## config.mk

```make
export PLATFORM = sky130hd
export DESIGN_NAME = bct_exec
export DESIGN_NICKNAME = d
export VERILOG_FILES = /design/src/hw/bct_nibble_reg.v /design/src/hw/bct_interval.v /design/src/hw/bct_exec.v
export VERILOG_INCLUDE_DIRS = /design/src /design/src/hw
export SDC_FILE = /design/constraint.sdc
export NUM_CORES = 1
export LEC_CHECK = 0
export ABC_AREA = 1
export BUFFER_PORTS_ARGS = -buffer_cell sky130_fd_sc_hd__buf_2
export CAP_MARGIN = 20
export CORE_MARGIN = 10
export CORE_UTILIZATION = 51
export DETAILED_ROUTE_END_ITERATION = 10
export GPL_TIMING_DRIVEN = 0
export PLACE_DENSITY = 0.76
export SETUP_SLACK_MARGIN = 0.2
export SLEW_MARGIN = 25
export SYNTH_ARGS = -nofsm -noshare
export SYNTH_HDL_FRONTEND = slang
export SYNTH_HIERARCHICAL = 1
export SYNTH_SLANG_ARGS = --single-unit
```

## constraint.sdc

```tcl
create_clock -name i_clock -period 3.55 [get_ports i_clock]
set_clock_uncertainty 0.2 [all_clocks]
set_input_delay 0.71 -clock i_clock [delete_from_list [all_inputs] [get_ports i_clock]]
set_output_delay 0.71 -clock i_clock [all_outputs]
set_load 0.02 [all_outputs]
```

## src/hw/bct_regs.vh

```
`ifndef BCT_REGS_VH
`define BCT_REGS_VH

// =====================================================================
// Operation codes handed over by the fetch stage.
`define BCT_OP_NOP 4'h0
`define BCT_OP_UNCOND 4'h1
`define BCT_OP_ON_CARRY 4'h2
`define BCT_OP_ON_NO_CARRY 4'h3
`define BCT_OP_ON_STATUS 4'h4
`define BCT_OP_ON_NO_STATUS 4'h5
`define BCT_OP_CALL 4'h6
`define BCT_OP_EXIT 4'h7
`define BCT_OP_RD_TIMER 4'h8
`define BCT_OP_RD_MOD_A 4'h9
`define BCT_OP_RD_MOD_B 4'ha
`define BCT_OP_WR_TIMER 4'hb
`define BCT_OP_WR_MOD_A 4'hc
`define BCT_OP_WR_MOD_B 4'hd
`define BCT_OP_LD_TIMER 4'he
`define BCT_OP_LD_MOD_B 4'hf

// =====================================================================
// Program counter layout: two page bits above a ten-bit local address.
`define BCT_PC_W 12
`define BCT_LOCAL_W 10
`define BCT_PC_RESET 12'h000
`define BCT_PC_STEP_ONE 12'h001
`define BCT_PC_STEP_TWO 12'h002
`define BCT_LOCAL_FIRST 10'h000
`define BCT_LOCAL_LAST 10'h3ff

// Page variant bits inside the first instruction word.
`define BCT_PAGE_LO_BIT 7
`define BCT_PAGE_HI_BIT 2

// =====================================================================
// Second-word operand layout: a9 a7 a6 a5 a4 a8 a3 a2 a1 a0.
`define BCT_OPD_A9 9
`define BCT_OPD_A8 4
`define BCT_OPD_MID_MSB 8
`define BCT_OPD_MID_LSB 5
`define BCT_OPD_LOW_MSB 3
`define BCT_OPD_LOW_LSB 0

// Ten-bit timer word nibble fields.
`define BCT_NIB_HI_MSB 9
`define BCT_NIB_HI_LSB 6
`define BCT_NIB_LO_MSB 5
`define BCT_NIB_LO_LSB 2
`define BCT_FORCE_HI_BIT 1
`define BCT_FORCE_LO_BIT 0
`define BCT_WORD_RESET 10'h000

// =====================================================================
// Timer interval in oscillator periods: (set + 1) * 64 - 4.
`define BCT_IVL_W 16
`define BCT_IVL_SHIFT 6
`define BCT_IVL_UNIT 16'h0040
`define BCT_IVL_LEAD 16'h0004
`define BCT_IVL_RESET 16'h0000

`endif

```

## src/hw/bct_nibble_reg.v

```verilog
`timescale 1ns/1ps
`include "bct_regs.vh"

module bct_nibble_reg #(
    parameter [9:0] RESET_VALUE = `BCT_WORD_RESET
) (
    input wire i_clock,
    input wire i_reset_n,
    input wire i_wr_hi,
    input wire i_wr_lo,
    input wire [3:0] i_nibble,
    input wire i_load,
    input wire [9:0] i_load_word,
    output wire [9:0] o_word
);

    reg [9:0] word_r;

    always @(posedge i_clock or negedge i_reset_n) begin
        if (!i_reset_n) begin
            word_r <= RESET_VALUE;
        end else if (i_load) begin
            word_r <= i_load_word;
        end else if (i_wr_hi) begin
            word_r[`BCT_NIB_HI_MSB:`BCT_NIB_HI_LSB] <= i_nibble; // RL14
            word_r[`BCT_FORCE_HI_BIT] <= 1'b0; // RL14
        end else if (i_wr_lo) begin
            word_r[`BCT_NIB_LO_MSB:`BCT_NIB_LO_LSB] <= i_nibble; // RL14
            word_r[`BCT_FORCE_LO_BIT] <= 1'b0; // RL14
        end
    end

    assign o_word = word_r;

endmodule

```

## src/hw/bct_interval.v

```verilog
`timescale 1ns/1ps
`include "bct_regs.vh"

module bct_interval (
    input wire i_clock,
    input wire i_reset_n,
    input wire [9:0] i_set_value,
    output wire [15:0] o_periods
);

    reg [15:0] periods_r;
    wire [15:0] scaled;

    // Multiplying by 64 is a shift, so no multiplier is spent here.
    assign scaled = {i_set_value, {`BCT_IVL_SHIFT{1'b0}}};

    always @(posedge i_clock or negedge i_reset_n) begin
        if (!i_reset_n) begin
            periods_r <= `BCT_IVL_RESET;
        end else begin
            periods_r <= scaled + `BCT_IVL_UNIT - `BCT_IVL_LEAD; // RL17
        end
    end

    assign o_periods = periods_r;

endmodule

```

## src/hw/bct_exec.v

```verilog
`timescale 1ns/1ps
`include "bct_regs.vh"

// Contract
// (RL1) Four pages of 1K local addresses.
// (RL2) Unconditional branch loads ten address bits.
// (RL3) Branch on carry set, else PC plus two.
// (RL4) Branch on carry clear, else PC plus two.
// (RL5) Branch on status set, else PC plus two.
// (RL6) Branch on status clear, else PC plus two.
// (RL7) Call: bump depth, save PC, load target.
// (RL8) Depth carry on call triggers internal reset.
// (RL9) Exit restores PC, then lowers depth.
// (RL10) Depth borrow on exit triggers internal reset.
// (RL11) Timer nibble read maps t9-t6, t5-t2.
// (RL12) Modulo A read uses same nibble map.
// (RL13) Modulo B read same map, clears carry.
// (RL14) Timer nibble write zeroes t1 or t0.
// (RL15) Modulo A write fills nibble, clears carry.
// (RL16) Modulo B write fills nibble, clears carry.
// (RL17) Interval is (set+1)*64 minus 4 periods.
// (RL18) Page bits come from first word variant.
// (RL19) Other reads take one cycle, PC plus one.
module bct_exec #(
    parameter SP_W = 1,
    parameter [SP_W-1:0] SP_RESET = {SP_W{1'b0}}
) (
    input wire i_clock,
    input wire i_reset_n,
    input wire i_instr_valid,
    input wire [3:0] i_op,
    input wire i_nibble_hi,
    input wire [9:0] i_word0,
    input wire [9:0] i_word1,
    input wire [3:0] i_acc,
    input wire i_carry_flag,
    input wire i_status_flag,
    output wire o_ready,
    output wire [11:0] o_pc,
    output wire [3:0] o_acc_data,
    output wire o_acc_load,
    output wire o_carry_clear,
    output wire o_internal_reset,
    output wire [SP_W-1:0] o_stack_depth_counter,
    output wire [11:0] o_saved_return_address,
    output wire [9:0] o_interval_count_word,
    output wire [9:0] o_modulo_word_a,
    output wire [9:0] o_modulo_word_b,
    output wire [15:0] o_timer_interval
);

    // =================================================================
    // State encoding.
    localparam [1:0] ST_IDLE = 2'b01;
    localparam [1:0] ST_CALL = 2'b10;

    reg [1:0] state_r;
    reg [1:0] state_nxt;
    reg [11:0] pc_r;
    reg [11:0] pc_nxt;
    reg [SP_W-1:0] sp_r;
    reg [SP_W-1:0] sp_nxt;
    reg [11:0] asr_r;
    reg [11:0] asr_nxt;
    reg [11:0] target_r;
    reg [11:0] target_nxt;
    reg [3:0] acc_data_r;
    reg [3:0] acc_data_nxt;
    reg acc_load_r;
    reg acc_load_nxt;
    reg carry_clear_r;
    reg carry_clear_nxt;
    reg int_reset_r;
    reg int_reset_nxt;
    reg take_branch;
    reg wr_t_hi;
    reg wr_t_lo;
    reg wr_a_hi;
    reg wr_a_lo;
    reg wr_b_hi;
    reg wr_b_lo;
    reg ld_t;
    reg ld_b;

    wire take;
    wire [1:0] page;
    wire [9:0] local_addr;
    wire [11:0] branch_target;
    wire [9:0] imm_word;
    wire [SP_W:0] sp_inc;
    wire [SP_W:0] sp_dec;
    wire [9:0] t_word;
    wire [9:0] a_word;
    wire [9:0] b_word;

    // =================================================================
    // Operand decode.
    assign o_ready = state_r[0];
    assign take = i_instr_valid & state_r[0];

    // The page variant is carried in two bits of the first word.
    assign page = {i_word0[`BCT_PAGE_HI_BIT], ~i_word0[`BCT_PAGE_LO_BIT]}; // RL18

    // The operand word scatters a8 between the nibble fields.
    assign local_addr = {i_word1[`BCT_OPD_A9], i_word1[`BCT_OPD_A8],
                         i_word1[`BCT_OPD_MID_MSB:`BCT_OPD_MID_LSB],
                         i_word1[`BCT_OPD_LOW_MSB:`BCT_OPD_LOW_LSB]};

    assign branch_target = {page, local_addr}; // RL1

    // Immediate timer data uses t1 t9..t6 t0 t5..t2.
    assign imm_word = {i_word1[`BCT_OPD_MID_MSB:`BCT_OPD_MID_LSB],
                       i_word1[`BCT_OPD_LOW_MSB:`BCT_OPD_LOW_LSB],
                       i_word1[`BCT_OPD_A9], i_word1[`BCT_OPD_A8]};

    // One extra bit catches the carry or borrow out of the depth counter.
    assign sp_inc = {1'b0, sp_r} + {{SP_W{1'b0}}, 1'b1};
    assign sp_dec = {1'b0, sp_r} - {{SP_W{1'b0}}, 1'b1};

    // =================================================================
    // Branch condition.
    always @* begin
        take_branch = 1'b0;
        case (i_op)
            `BCT_OP_UNCOND: begin
                take_branch = 1'b1; // RL2
            end
            `BCT_OP_ON_CARRY: begin
                take_branch = i_carry_flag; // RL3
            end
            `BCT_OP_ON_NO_CARRY: begin
                take_branch = ~i_carry_flag; // RL4
            end
            `BCT_OP_ON_STATUS: begin
                take_branch = i_status_flag; // RL5
            end
            `BCT_OP_ON_NO_STATUS: begin
                take_branch = ~i_status_flag; // RL6
            end
            default: begin
                take_branch = 1'b0;
            end
        endcase
    end

    // =================================================================
    // Sequencer.
    always @* begin
        state_nxt = state_r;
        pc_nxt = pc_r;
        sp_nxt = sp_r;
        asr_nxt = asr_r;
        target_nxt = target_r;
        acc_data_nxt = acc_data_r;
        acc_load_nxt = 1'b0;
        carry_clear_nxt = 1'b0;
        int_reset_nxt = 1'b0;
        wr_t_hi = 1'b0;
        wr_t_lo = 1'b0;
        wr_a_hi = 1'b0;
        wr_a_lo = 1'b0;
        wr_b_hi = 1'b0;
        wr_b_lo = 1'b0;
        ld_t = 1'b0;
        ld_b = 1'b0;
        case (state_r)
            ST_IDLE: begin
                if (take) begin
                    pc_nxt = pc_r + `BCT_PC_STEP_ONE; // RL19
                    case (i_op)
                        `BCT_OP_UNCOND: begin
                            pc_nxt = {pc_r[11:10], local_addr}; // RL2
                            pc_nxt[11:10] = page; // RL18
                        end
                        `BCT_OP_ON_CARRY, `BCT_OP_ON_NO_CARRY,
                        `BCT_OP_ON_STATUS, `BCT_OP_ON_NO_STATUS: begin
                            if (take_branch) begin
                                pc_nxt = branch_target; // RL3 RL4 RL5 RL6
                            end else begin
                                pc_nxt = pc_r + `BCT_PC_STEP_TWO; // RL3 RL4 RL5 RL6
                            end
                        end
                        `BCT_OP_CALL: begin
                            sp_nxt = sp_inc[SP_W-1:0]; // RL7
                            asr_nxt = pc_r + `BCT_PC_STEP_TWO; // RL7
                            target_nxt = branch_target; // RL7
                            pc_nxt = pc_r;
                            state_nxt = ST_CALL; // RL7
                            int_reset_nxt = sp_inc[SP_W]; // RL8
                        end
                        `BCT_OP_EXIT: begin
                            pc_nxt = asr_r; // RL9
                            sp_nxt = sp_dec[SP_W-1:0]; // RL9
                            int_reset_nxt = sp_dec[SP_W]; // RL10
                        end
                        `BCT_OP_RD_TIMER: begin
                            acc_data_nxt = i_nibble_hi ? t_word[9:6] : t_word[5:2]; // RL11
                            acc_load_nxt = 1'b1; // RL19
                        end
                        `BCT_OP_RD_MOD_A: begin
                            acc_data_nxt = i_nibble_hi ? a_word[9:6] : a_word[5:2]; // RL12
                            acc_load_nxt = 1'b1; // RL19
                        end
                        `BCT_OP_RD_MOD_B: begin
                            acc_data_nxt = i_nibble_hi ? b_word[9:6] : b_word[5:2]; // RL13
                            acc_load_nxt = 1'b1; // RL13
                            carry_clear_nxt = 1'b1; // RL13
                        end
                        `BCT_OP_WR_TIMER: begin
                            wr_t_hi = i_nibble_hi; // RL14
                            wr_t_lo = ~i_nibble_hi; // RL14
                        end
                        `BCT_OP_WR_MOD_A: begin
                            wr_a_hi = i_nibble_hi; // RL15
                            wr_a_lo = ~i_nibble_hi; // RL15
                            carry_clear_nxt = 1'b1; // RL15
                        end
                        `BCT_OP_WR_MOD_B: begin
                            wr_b_hi = i_nibble_hi; // RL16
                            wr_b_lo = ~i_nibble_hi; // RL16
                            carry_clear_nxt = 1'b1; // RL16
                        end
                        `BCT_OP_LD_TIMER: begin
                            ld_t = 1'b1;
                        end
                        `BCT_OP_LD_MOD_B: begin
                            ld_b = 1'b1;
                        end
                        default: begin
                            pc_nxt = pc_r + `BCT_PC_STEP_ONE;
                        end
                    endcase
                end
            end
            ST_CALL: begin
                // Second call cycle: the target enters the counter.
                pc_nxt = target_r; // RL7
                state_nxt = ST_IDLE;
            end
            default: begin
                state_nxt = ST_IDLE;
            end
        endcase
        // An overflow or underflow restarts the core; stale targets are dropped.
        if (int_reset_r) begin
            state_nxt = ST_IDLE; // RL8 RL10
            pc_nxt = `BCT_PC_RESET; // RL8 RL10
            sp_nxt = SP_RESET; // RL8 RL10
        end
    end

    always @(posedge i_clock or negedge i_reset_n) begin
        if (!i_reset_n) begin
            state_r <= ST_IDLE;
            pc_r <= `BCT_PC_RESET;
            sp_r <= SP_RESET;
            asr_r <= `BCT_PC_RESET;
            target_r <= `BCT_PC_RESET;
            acc_data_r <= 4'h0;
            acc_load_r <= 1'b0;
            carry_clear_r <= 1'b0;
            int_reset_r <= 1'b0;
        end else begin
            state_r <= state_nxt;
            pc_r <= pc_nxt;
            sp_r <= sp_nxt;
            asr_r <= asr_nxt;
            target_r <= target_nxt;
            acc_data_r <= acc_data_nxt;
            acc_load_r <= acc_load_nxt;
            carry_clear_r <= carry_clear_nxt;
            int_reset_r <= int_reset_nxt;
        end
    end

    // =================================================================
    // Timer and modulo words.
    bct_nibble_reg u_timer_word (
        .i_clock(i_clock),
        .i_reset_n(i_reset_n),
        .i_wr_hi(wr_t_hi),
        .i_wr_lo(wr_t_lo),
        .i_nibble(i_acc),
        .i_load(ld_t),
        .i_load_word(imm_word),
        .o_word(t_word)
    );

    // Modulo A has no immediate load op in this group.
    bct_nibble_reg u_modulo_a (
        .i_clock(i_clock),
        .i_reset_n(i_reset_n),
        .i_wr_hi(wr_a_hi),
        .i_wr_lo(wr_a_lo),
        .i_nibble(i_acc),
        .i_load(1'b0),
        .i_load_word(imm_word),
        .o_word(a_word)
    );

    bct_nibble_reg u_modulo_b (
        .i_clock(i_clock),
        .i_reset_n(i_reset_n),
        .i_wr_hi(wr_b_hi),
        .i_wr_lo(wr_b_lo),
        .i_nibble(i_acc),
        .i_load(ld_b),
        .i_load_word(imm_word),
        .o_word(b_word)
    );

    bct_interval u_interval (
        .i_clock(i_clock),
        .i_reset_n(i_reset_n),
        .i_set_value(t_word),
        .o_periods(o_timer_interval)
    );

    // =================================================================
    // Outputs.
    assign o_pc = pc_r;
    assign o_acc_data = acc_data_r;
    assign o_acc_load = acc_load_r;
    assign o_carry_clear = carry_clear_r;
    assign o_internal_reset = int_reset_r;
    assign o_stack_depth_counter = sp_r;
    assign o_saved_return_address = asr_r;
    assign o_interval_count_word = t_word;
    assign o_modulo_word_a = a_word;
    assign o_modulo_word_b = b_word;

endmodule

```

**After elaboration in Yosys (flattened, before gate mapping)**

Index checks and enable logic that the tools add are counted.

- Register bits after elaboration: 90
- Bits of input ports: 34
- Word-level logic and storage cells: 135

- $add $sub $neg: 6
- Equality and inequality tests: 22
- Muxes and demuxes: 65
- Bitwise logic cells: 6
- Reductions and logical operators: 20

Operators by type and width:

| operator | count |
|---|---|
| 12-bit case mux with 4 select lines | 1 |
| 1-bit two-way mux | 41 |
| 12-bit two-way mux | 3 |
| 4-bit two-way mux | 9 |
| 4-bit equality test (second input constant) | 8 |
| 12-bit case mux with 2 select lines | 1 |
| 10-bit two-way mux | 2 |
| 16-bit by 7-bit adder with 16-bit output (second input constant) | 1 |
| 4-bit by 3-bit equality test with 1-bit output (second input constant) | 4 |
| 16-bit by 3-bit subtractor with 16-bit output (second input constant) | 1 |
| 12-bit by 1-bit adder with 12-bit output (second input constant) | 1 |
| 12-bit by 2-bit adder with 12-bit output (second input constant) | 1 |
| 4-bit case mux with 3 select lines | 1 |
| 3-bit AND reduction | 4 |
| 2-bit nonzero test | 6 |
| 3-bit nonzero test | 3 |
| 4-bit by 2-bit equality test with 1-bit output (second input constant) | 2 |
| 2-bit two-way mux | 4 |
| 2-bit AND reduction | 4 |
| 3-bit inequality test (second input constant) | 2 |
| 3-bit OR reduction | 2 |
| 1-bit inverter | 5 |
| 1-bit case mux with 5 select lines | 1 |
| 4-bit by 1-bit equality test with 1-bit output (second input constant) | 1 |
| other kinds (9) | 11 |

**Depth between registers and ports, before layout**

Gate-level depths: netlist of the first run.

- Depth in word-level cells: 7
- Depth in mapped cells: 14

**Modules after synthesis**

Netlist of the first run, hierarchy kept.

By module, submodules not included:

| module | times used | cells an instance | area an instance (µm²) |
|---|---|---|---|
| bct_exec | 1 | 478 | 3188.1 |
| bct_nibble_reg | 3 | 63 | 491.7 |
| bct_interval | 1 | 18 | 320.3 |

**Worst setup path before layout of the first run**

No wires, ideal clock.

- Path type: input -> register
- Start point: input i_op[1]
- End point: register pc_r[7], in the netlist o_pc[7]
- Data arrival time: 1.777 ns
- Data required time: 3.233 ns
- Setup slack: 1.456 ns
- Stages: 13
- Buffers on the path: 2
- Path through: buf_2 -> nand2_1 -> nor2_4 -> inv_2 -> nand3_2 -> inv_2 -> buf_6 -> nor2_2 -> nand2_1 -> nand2_1 -> nand2_1 -> nand2_1 -> nand2_1

- Cells in the longest elaborated chain, start to end: 7

RTL lines:

| element | RTL line | source |
|---|---|---|
| start: declaration | bct_exec.v:31 | `input wire [3:0] i_op,` |
| 4-bit by 3-bit equality test with 1-bit output, or another cell as far along | bct_exec.v:124, bct_exec.v:170 |  |
| 1-bit case mux with 5 select lines | bct_exec.v:124 | `case (i_op)` |
| 12-bit two-way mux | bct_exec.v:177 | `if (take_branch) begin` |
| 12-bit case mux with 4 select lines | bct_exec.v:170 | `case (i_op)` |
| 12-bit two-way mux | bct_exec.v:168 | `if (take) begin` |
| 12-bit case mux with 2 select lines | bct_exec.v:166 | `case (state_r)` |
| 12-bit two-way mux | bct_exec.v:245 | `if (int_reset_r) begin` |
| end signal: assignment | bct_exec.v:255 | `` pc_r <= `BCT_PC_RESET; `` |
| end signal: assignment | bct_exec.v:265 | `pc_r <= pc_nxt;` |
| end: declaration | bct_exec.v:59 | `reg [11:0] pc_r;` |

Parallel ways exist; a longest one is shown, timed or not. The select of a mux whose other input is x is not followed.
A chain may end at the register's enable or synchronous reset.

**Final worst setup path of the first run**

- Start point: register state_r[0]
- End point: register u_timer_word.word_r[3], in the netlist u_timer_word/o_word[3]

- Cells in the longest elaborated chain, start to end: 5

RTL lines:

| element | RTL line | source |
|---|---|---|
| start: declaration | bct_exec.v:57 | `reg [1:0] state_r;` |
| start signal: assignment | bct_exec.v:264 | `state_r <= state_nxt;` |
| 1-bit AND | bct_exec.v:99 | `assign take = i_instr_valid & state_r[0];` |
| 1-bit two-way mux | bct_exec.v:168 |  |
| 1-bit two-way mux (*) | bct_exec.v:166 |  |
| named net wr_t_hi | bct_exec.v:76 | `reg wr_t_hi;` |
| 2-bit inequality test (no line) (*) | - |  |
| 2-bit AND reduction (no line) (*) | - |  |
| end signal: assignment | bct_nibble_reg.v:23 | `word_r <= i_load_word;` |
| end signal: indexed assignment | bct_nibble_reg.v:25 | `` word_r[`BCT_NIB_HI_MSB:`BCT_NIB_HI_LSB] <= i_nibble; `` |
| end signal: indexed assignment | bct_nibble_reg.v:28 | `` word_r[`BCT_NIB_LO_MSB:`BCT_NIB_LO_LSB] <= i_nibble; `` |
| end: declaration | bct_nibble_reg.v:17 | `reg [9:0] word_r;` |

Mark *: on every way through the listed nets, which the timed path passes. The rest lies on a longest branch.

==> summary.md, run 1 <==
| Metric | Value |
|---|---|
| Outcome | completed |
| DR WL/cell | 16.2 um |
| Setup_tns | 0 ps |
| Worst-path maximum fanout | 6 |
| Pin count of the biggest net entering global routing | 47 |
| Reg power frac | a little over two fifths |
| Clock power frac | 18.0% |
| Pwr dens | between 500 and 600 nW/um^2 |
| Met3 WL | 1320 um |
| Routed wl met2 | 7220 um |
| Crit-path cells | inv_1 -> nor2_1 -> inv_1 -> nor2_4 -> nand2_1 -> nor2_1 -> inv_1 -> nand2_4 -> nand2_4 -> nand2_1 -> nand2_1 |
| Final hold violation count | 0 |
| R2r startpoint | state_r[0] |
| Std-Cell Rows | 36 |
| Clock Tree Root | clkbuf_8 |
| Routed WL | approximately 15,000 um |
| Antenna cells | 0 |
| Setup Buffers After CTS | 0 |
| RSZ-0062 raised after global routing | no |
| Max IR drop VDD | 0.343 mV |
| Max_cap viols | 0 |
| Share of cells above drive strength 1 | 23.3% |
| Internal Power | a little under 2 mW |
| Most common cell after layout, fill and taps aside | nand2_1 |
| Met1 Routed Length | about 6200 um |
| Max frequency | between 0.4 and 0.5 GHz |
| Net switching power | 1.52 mW |
| CP Launch Type | flop |
| CTS Buf Count | 9 |
| Hold_buf cts | 0 |
| TritonCTS clock tree | yes |
| Max transition margin | between 50% and 60% |
| Worst path slowest cell | dfstp_2 |
| CORE AREA | 9640 sq um |
| Register clock-pin slew on the reported worst setup and hold paths | 90 ps |
| Register area share after synthesis | 43.7% |
| Die height | 119 um |
| Final Setup Violations | 0 |
| Max incr delay on CP | 530 ps |
| HPWL after DPL | 11,500 um |
| FILL cells | 921 |
| Initial antenna violation count | 0 |
| Post-synth cell types | 35 |
| GRT overflow | 0 |
| Vias/cell | 5.38 |
| Overall Power | 3.50 mW |
| Worst r2r dst | u_timer_word/o_word[3] |
| Synth Cell Area | 4980 sq um |
| Post-cts resize count | 0 |
| Max Slew Vio Count | 0 |
| Worst path bufs/invs | 3 |
| DR iter-0 viols | between 500 and 600 |
| LEAKAGE | 3.22 nW |
| Synth warn | 6 |
| Crit Path Class | flop to flop |
| H-tree levels | 3 |
| Max layer used | met4 |
| GRT Util Overall | 21.9% |
| CP Capture Type | flop |
| Number of global-route vias before repair | ~5,000 |
| Cells after Synth | 685 |
| DRC Markers | 0 |
| Drt pass-1 iters | 7 |
| Die footprint | 14,100 sq um |
| Period utilization | 62.9% |
| Clock sink total | a little under 90 |
| Utilization of the core after routing | 60.9% |
| Seq cells post-synth | 87 |
| Worst slew pin tran | 627 ps |
| Switching share of power | 43.5% |
| Number of port buffers | a little over 100 |
| Area delta synth->final | 17.7% |
| Antenna-violating nets left | 0 |
| Clock latency on the worst-skew pair | 370 ps |
| Worst min path class | primary input to asynchronous set/reset pin |
| Total Nets Final | 837 |
| Combinational Power Share | between 30% and 40% |
| Longest Clk Path Bufs | 2 |
| Worst Path Required | ~3600 ps |
| First-pass GRT wire length | about 25,000 um |
| Num ports | ~110 |
| Via count | 5,053 |
| Post-layout minimum cycle time | 2230 ps |
| Die X | 119 um |
| Crit path max-delay family | simple AND/OR/NAND/NOR gates |
| Syn avg cell area | 7.28 sq um |
| Initial Util | 51.7% |
| CP arrival | 2290 ps |
| Highest-count cells in the layout ignoring fill and taps | nand2_1 (275), buf_2 (113), dfrtp_1 (86) |
| FF-to-FF path depth | 11 |
| Placer Congestion | 0.901 |
| Worst reg2reg setup slack | roughly 1300 ps |
-- state kept, by name (all words and copies together) (netlist names) --
name,count
o_acc_data,4
o_pc,12
o_saved_return_address,12
u_interval/o_periods,11
o_internal_reset,1
o_stack_depth_counter,1
u_modulo_b/o_word,10
o_carry_clear,1
u_modulo_a/o_word,10
o_acc_load,1
target_r,12
state_r,2
u_timer_word/o_word,10
-- through the flow --
step / hold WS [ps] / worst slack (ps) / cell area, sq um / cells
after floorplan: 214 / 1460 / 4990 / 688
after global placement: 192 / 872 / 5670 / 922
after detailed placement: 194 / 1100 / 5690 / 923
after CTS: 62.5 / 1370 / 5870 / 939
after global routing: 77.4 / 1140 / 5870 / 939
final: 48.1 / 1320 / 5870 / 939
-- power by group through the flow --
stage	Sequential [mW]	Clock (mW)	Combinational [mW]
floorplan	1.73	0	0.619
global placement	1.49	0	1.35
detailed placement	1.50	0	1.37
CTS	1.48	0.647	1.38
global route	1.53	0.689	1.53
finish	1.49	0.630	1.38
-- final cells by class --
type                       count  area, sq um  area share, %
multi-input combinational    517         2400           40.9
sequential                    87         2180           37.1
timing repair buffer         102          532           9.06
buffer                        32          223           3.80
inverter                      52          195           3.33
tap                          133          166           2.84
clock buffer                   9          124           2.11
clock inverter                 7         50.0          0.853
-- how the worst max path moves through the flow --
stage,from,end,depth (start not counted)
3_3_place_gp,i_reset_n,o_saved_return_address[10],1
4_1_cts,state_r[0],u_timer_word/o_word[3],11
6_report,state_r[0],u_timer_word/o_word[3],11
2_1_floorplan,i_op[1],o_pc[7],13
3_5_place_dp,i_op[1],o_pc[3],11
5_1_grt,state_r[0],u_timer_word/o_word[3],11
-- cells by family (layout without fill, tap and decap cells) --
logic type	after synthesis	count (layout)	share of synthesized area, %
other	3	6	0.226
muxes	12	12	2.71
and+or+nand+nor	429	429	36.5
buffers and inverters	84	202	8.39
xor gates and xnor gates	7	7	1.23
DFF	87	87	43.7
adders and majority gates	2	2	0.502
AOI/OAI and AO/OA	61	61	6.75
-- metal layers --
layer,vias up,global-route usage (%)
li1,2393,-
met1,2353,26.3
met2,259,35.8
met3,48,4.96
met4,0,11.8
met5,-,0
-- cells in the mapped netlist, drive strengths merged --
cell       n  share of area, %
nor4       1              0.13
conb       3              0.23
inv       52               3.9
ha         2              0.50
dfrtp     86                43
o21ai     45               4.6
dfstp      1              0.53
xnor2      3              0.53
nand4      5              0.63
a21o       1              0.15
nor2      65               5.5
buf       29               4.2
xor2       4              0.70
nand3     69               7.1
o211ai     2              0.30
nand2    283                22
a21oi      7              0.70
a31oi      1              0.13
a41oi      4              0.70
nor3       5              0.60
or2        1              0.13
mux2      12               2.7
o2111ai    1              0.18
clkbuf     3              0.23
Power figures use the tool's default switching activity.
==> run 2: changes to the inputs <==
==> constraint.sdc (replaced) <==
create_clock -name i_clock -period 2.33 [get_ports i_clock]
set_clock_uncertainty 0.2 [all_clocks]
set_input_delay 0.466 -clock i_clock [delete_from_list [all_inputs] [get_ports i_clock]]
set_output_delay 0.466 -clock i_clock [all_outputs]
set_load 0.02 [all_outputs]
==> run 2 against run 1 <==
Sequential cell count unchanged. Via count up 0.59%. Clock power up 53%. Count of clock-buffer cells in the layout unchanged. Register-to-register slack worse by 1000 ps. Critical path type unchanged. Highest routed layer unchanged.
==> summary.md, run 2 (synthesized netlist as in run 1, its figures left out) <==
| Metric | Value |
|---|---|
| Outcome | completed |
| Worst min path class | primary input to flop |
| Die footprint | 14,100 sq um (unchanged) |
| Max_cap viols | 0 (unchanged) |
| CP Capture Type | flop |
| Antenna cells | 0 (unchanged) |
| Crit-path cells | inv_2 -> nor2_4 -> inv_2 -> nor2_4 -> buf_6 -> inv_4 -> or2_4 -> nor2_4 -> nand2_4 -> nand2_4 -> nand2_2 -> nand2_1 |
| Worst reg2reg setup slack | 290 ps (-1030 ps) |
| CP arrival | 2150 ps (-140 ps) |
| Multi-input gate area | 2500 sq um (+4.2%) |
| Final Setup Violations | 0 (unchanged) |
| Worst slew pin tran | 634 ps (+7.32 ps) |
| DR WL/cell | 16.2 um (about the same) |
| FF-to-FF path depth | 12 (+1) |
| Global route hottest layer | met2 |
| Worst path slowest cell | dfstp_2 |
| Via count | 5,083 (+0.59%) |
| Pin count of the biggest net entering global routing | 47 (unchanged) |
| Register clock-pin slew on the reported worst setup and hold paths | 90 ps (about the same) |
| Clock sink total | 87 (unchanged) |
| Clock Tree Root | clkbuf_8 |
| Crit path to | u_timer_word/o_word[3] |
| LEAKAGE | 3.26 nW (+1.2%) |
| Num ports | 113 (unchanged) |
| Drt pass-1 iters | 5 (-2) |
| GR Util met1 | 26.3% (-0.029 points) |
| H-tree levels | 3 (unchanged) |
| DRC Markers | 0 (unchanged) |
| TritonCTS clock tree | yes |
| Antenna-violating nets left | 0 (unchanged) |
| CORE AREA | 9640 sq um (unchanged) |
| Crit. Startpoint | state_r[0] |
| R2r startpoint | state_r[0] |
| Met2 Track Usage GR | 35.8% (unchanged) |
| Worst r2r dst | u_timer_word/o_word[3] |
| Clock latency on the worst-skew pair | 370 ps (about the same) |
| GR Util met3 | 5.01% (+0.047 points) |
| Period utilization | 87.7% (+25 points) |
| Initial Util | 51.7% (unchanged) |
| Stages on the worst setup path | 12 (+1) |
| Highest-count cells in the layout ignoring fill and taps | nand2_1 (271), buf_2 (111), dfrtp_1 (83) |
| Max frequency | 0.490 GHz (+9.3%) |
| Die height | 119 um (unchanged) |
| Vias/cell | 5.37 (-0.15%) |
| GRT Util Overall | 21.9% (unchanged) |
| Final hold violation count | 0 (unchanged) |
| Routed WL | 15,300 um (+0.69%) |
| Max Slew Vio Count | 0 (unchanged) |
| Max transition margin | 57.7% (-0.49 points) |
| CP Launch Type | flop |
| Max incr delay on CP | 540 ps (about the same) |
| Initial antenna violation count | 0 (unchanged) |
| DR iter-0 viols | 489 (-2.6%) |
| Final worst slack | 288 ps (-1030 ps) |
| Setup WS pre-CTS | 120 ps (-976 ps) |
| Placer Congestion | 0.901 (unchanged) |
| Worst Path Required | 2440 ps (-1170 ps) |
| GRT overflow | 0 (unchanged) |
| Worst path bufs/invs | 4 (+1) |
| Crit Path Class | flop to flop |
| Crit path max-delay family | simple AND/OR/NAND/NOR gates |
| Most common cell after layout, fill and taps aside | nand2_1 |
| FILL cells | 895 (-2.8%) |
| Number of global-route vias before repair | 4,997 (+0.060%) |
| Post-layout minimum cycle time | 2040 ps (-189 ps) |
| Worst-path maximum fanout | 6 (unchanged) |
| Std-Cell Rows | 36 (unchanged) |
| CTS Buf Count | 9 (unchanged) |
| Register area | 2180 sq um (+0.17%) |
| Area delta synth->final | 21.2% |
| Max IR drop VDD | 0.524 mV (+53%) |
| Number of port buffers | 101 (unchanged) |
| First-pass GRT wire length | 25,400 um (about the same) |
| HPWL after DPL | 11,500 um (unchanged) |
| CP most frequent cell | nor2_4 |
| Die X | 119 um (unchanged) |
| Pwr dens | 890 nW/um^2 (+49%) |
| Total Nets Final | 844 (+0.84%) |
| Setup_tns | 0 ps (unchanged) |
| RSZ-0062 raised after global routing | no |
| Share of cells above drive strength 1 | 26.8% (+3.5 points) |
| Longest Clk Path Bufs | 2 (unchanged) |
-- run 2: repair_timing --
action / in CTS / in global routing
pin swaps: 0 / 9
setup buffers: 0 / 6
gates resized for setup: 2 / 39
hold buffers: 1 / 0
endpoints found under the setup margin: 5 / 65
endpoints found under the hold margin: 45 / 0
-- run 2: area by class of cell --
class                           count  area share, %
Buffer                             32           3.79
Clock buffer                        9           2.05
Clock inverter                      7          0.829
Inverter                           52           3.27
Multi-Input combinational cell    517           41.4
Sequential cell                    87           36.1
Tap cell                          133           2.76
Timing Repair Buffer              109           9.78
-- run 2: report_power, final --
part           total (mW)  leakage [nW]  switching [mW]  internal (mW)
Sequential           2.28          1.10           0.378           1.90
Combinational        2.13          2.07            1.40          0.737
Clock               0.962        0.0929           0.573          0.389
Total                5.38          3.26            2.35           3.03
-- run 2: worst min-delay path by stage --
stage,cells past startpoint,start,to,slack [ps]
2_1_floorplan,0,i_reset_n,o_acc_data[0],-30
3_3_place_gp,0,u_timer_word/o_word[1],u_interval/o_periods[7],190
3_5_place_dp,0,u_timer_word/o_word[1],u_interval/o_periods[7],190
4_1_cts,2,i_word0[7],target_r[10],120
5_1_grt,2,i_word0[7],target_r[10],120
6_report,2,i_word0[7],target_r[10],130
-- run 2: per-layer routing --
layer	routed length [um]	vias to the layer above
li1	-	2407
met1	6180	2333
met2	7210	291
met3	1400	52
met4	558	0
met5	0	-
-- run 2: worst reg2reg max path: cells and delay by family, from the launching register on --
| family | cells | cell delay [ps] |
|---|---|---|
| buffers and inverters | 4 | 260 |
| AND/OR/NAND/NOR | 8 | 970 |
| flip-flops | 1 | 540 |
-- run 2: per-stage QoR --
stage          area [sq um]  util (%)  power (mW)  hold slack, ps  cells
6_report               6040      62.7        5.38             130    946
3_5_place_dp           5690      59.1        4.38             194    923
5_1_grt                6040      62.7        5.77             119    946
2_1_floorplan          4990         -        3.59           -29.6    688
3_3_place_gp           5670      58.8        4.32             192    922
4_1_cts                5880      61.0        5.35             120    940
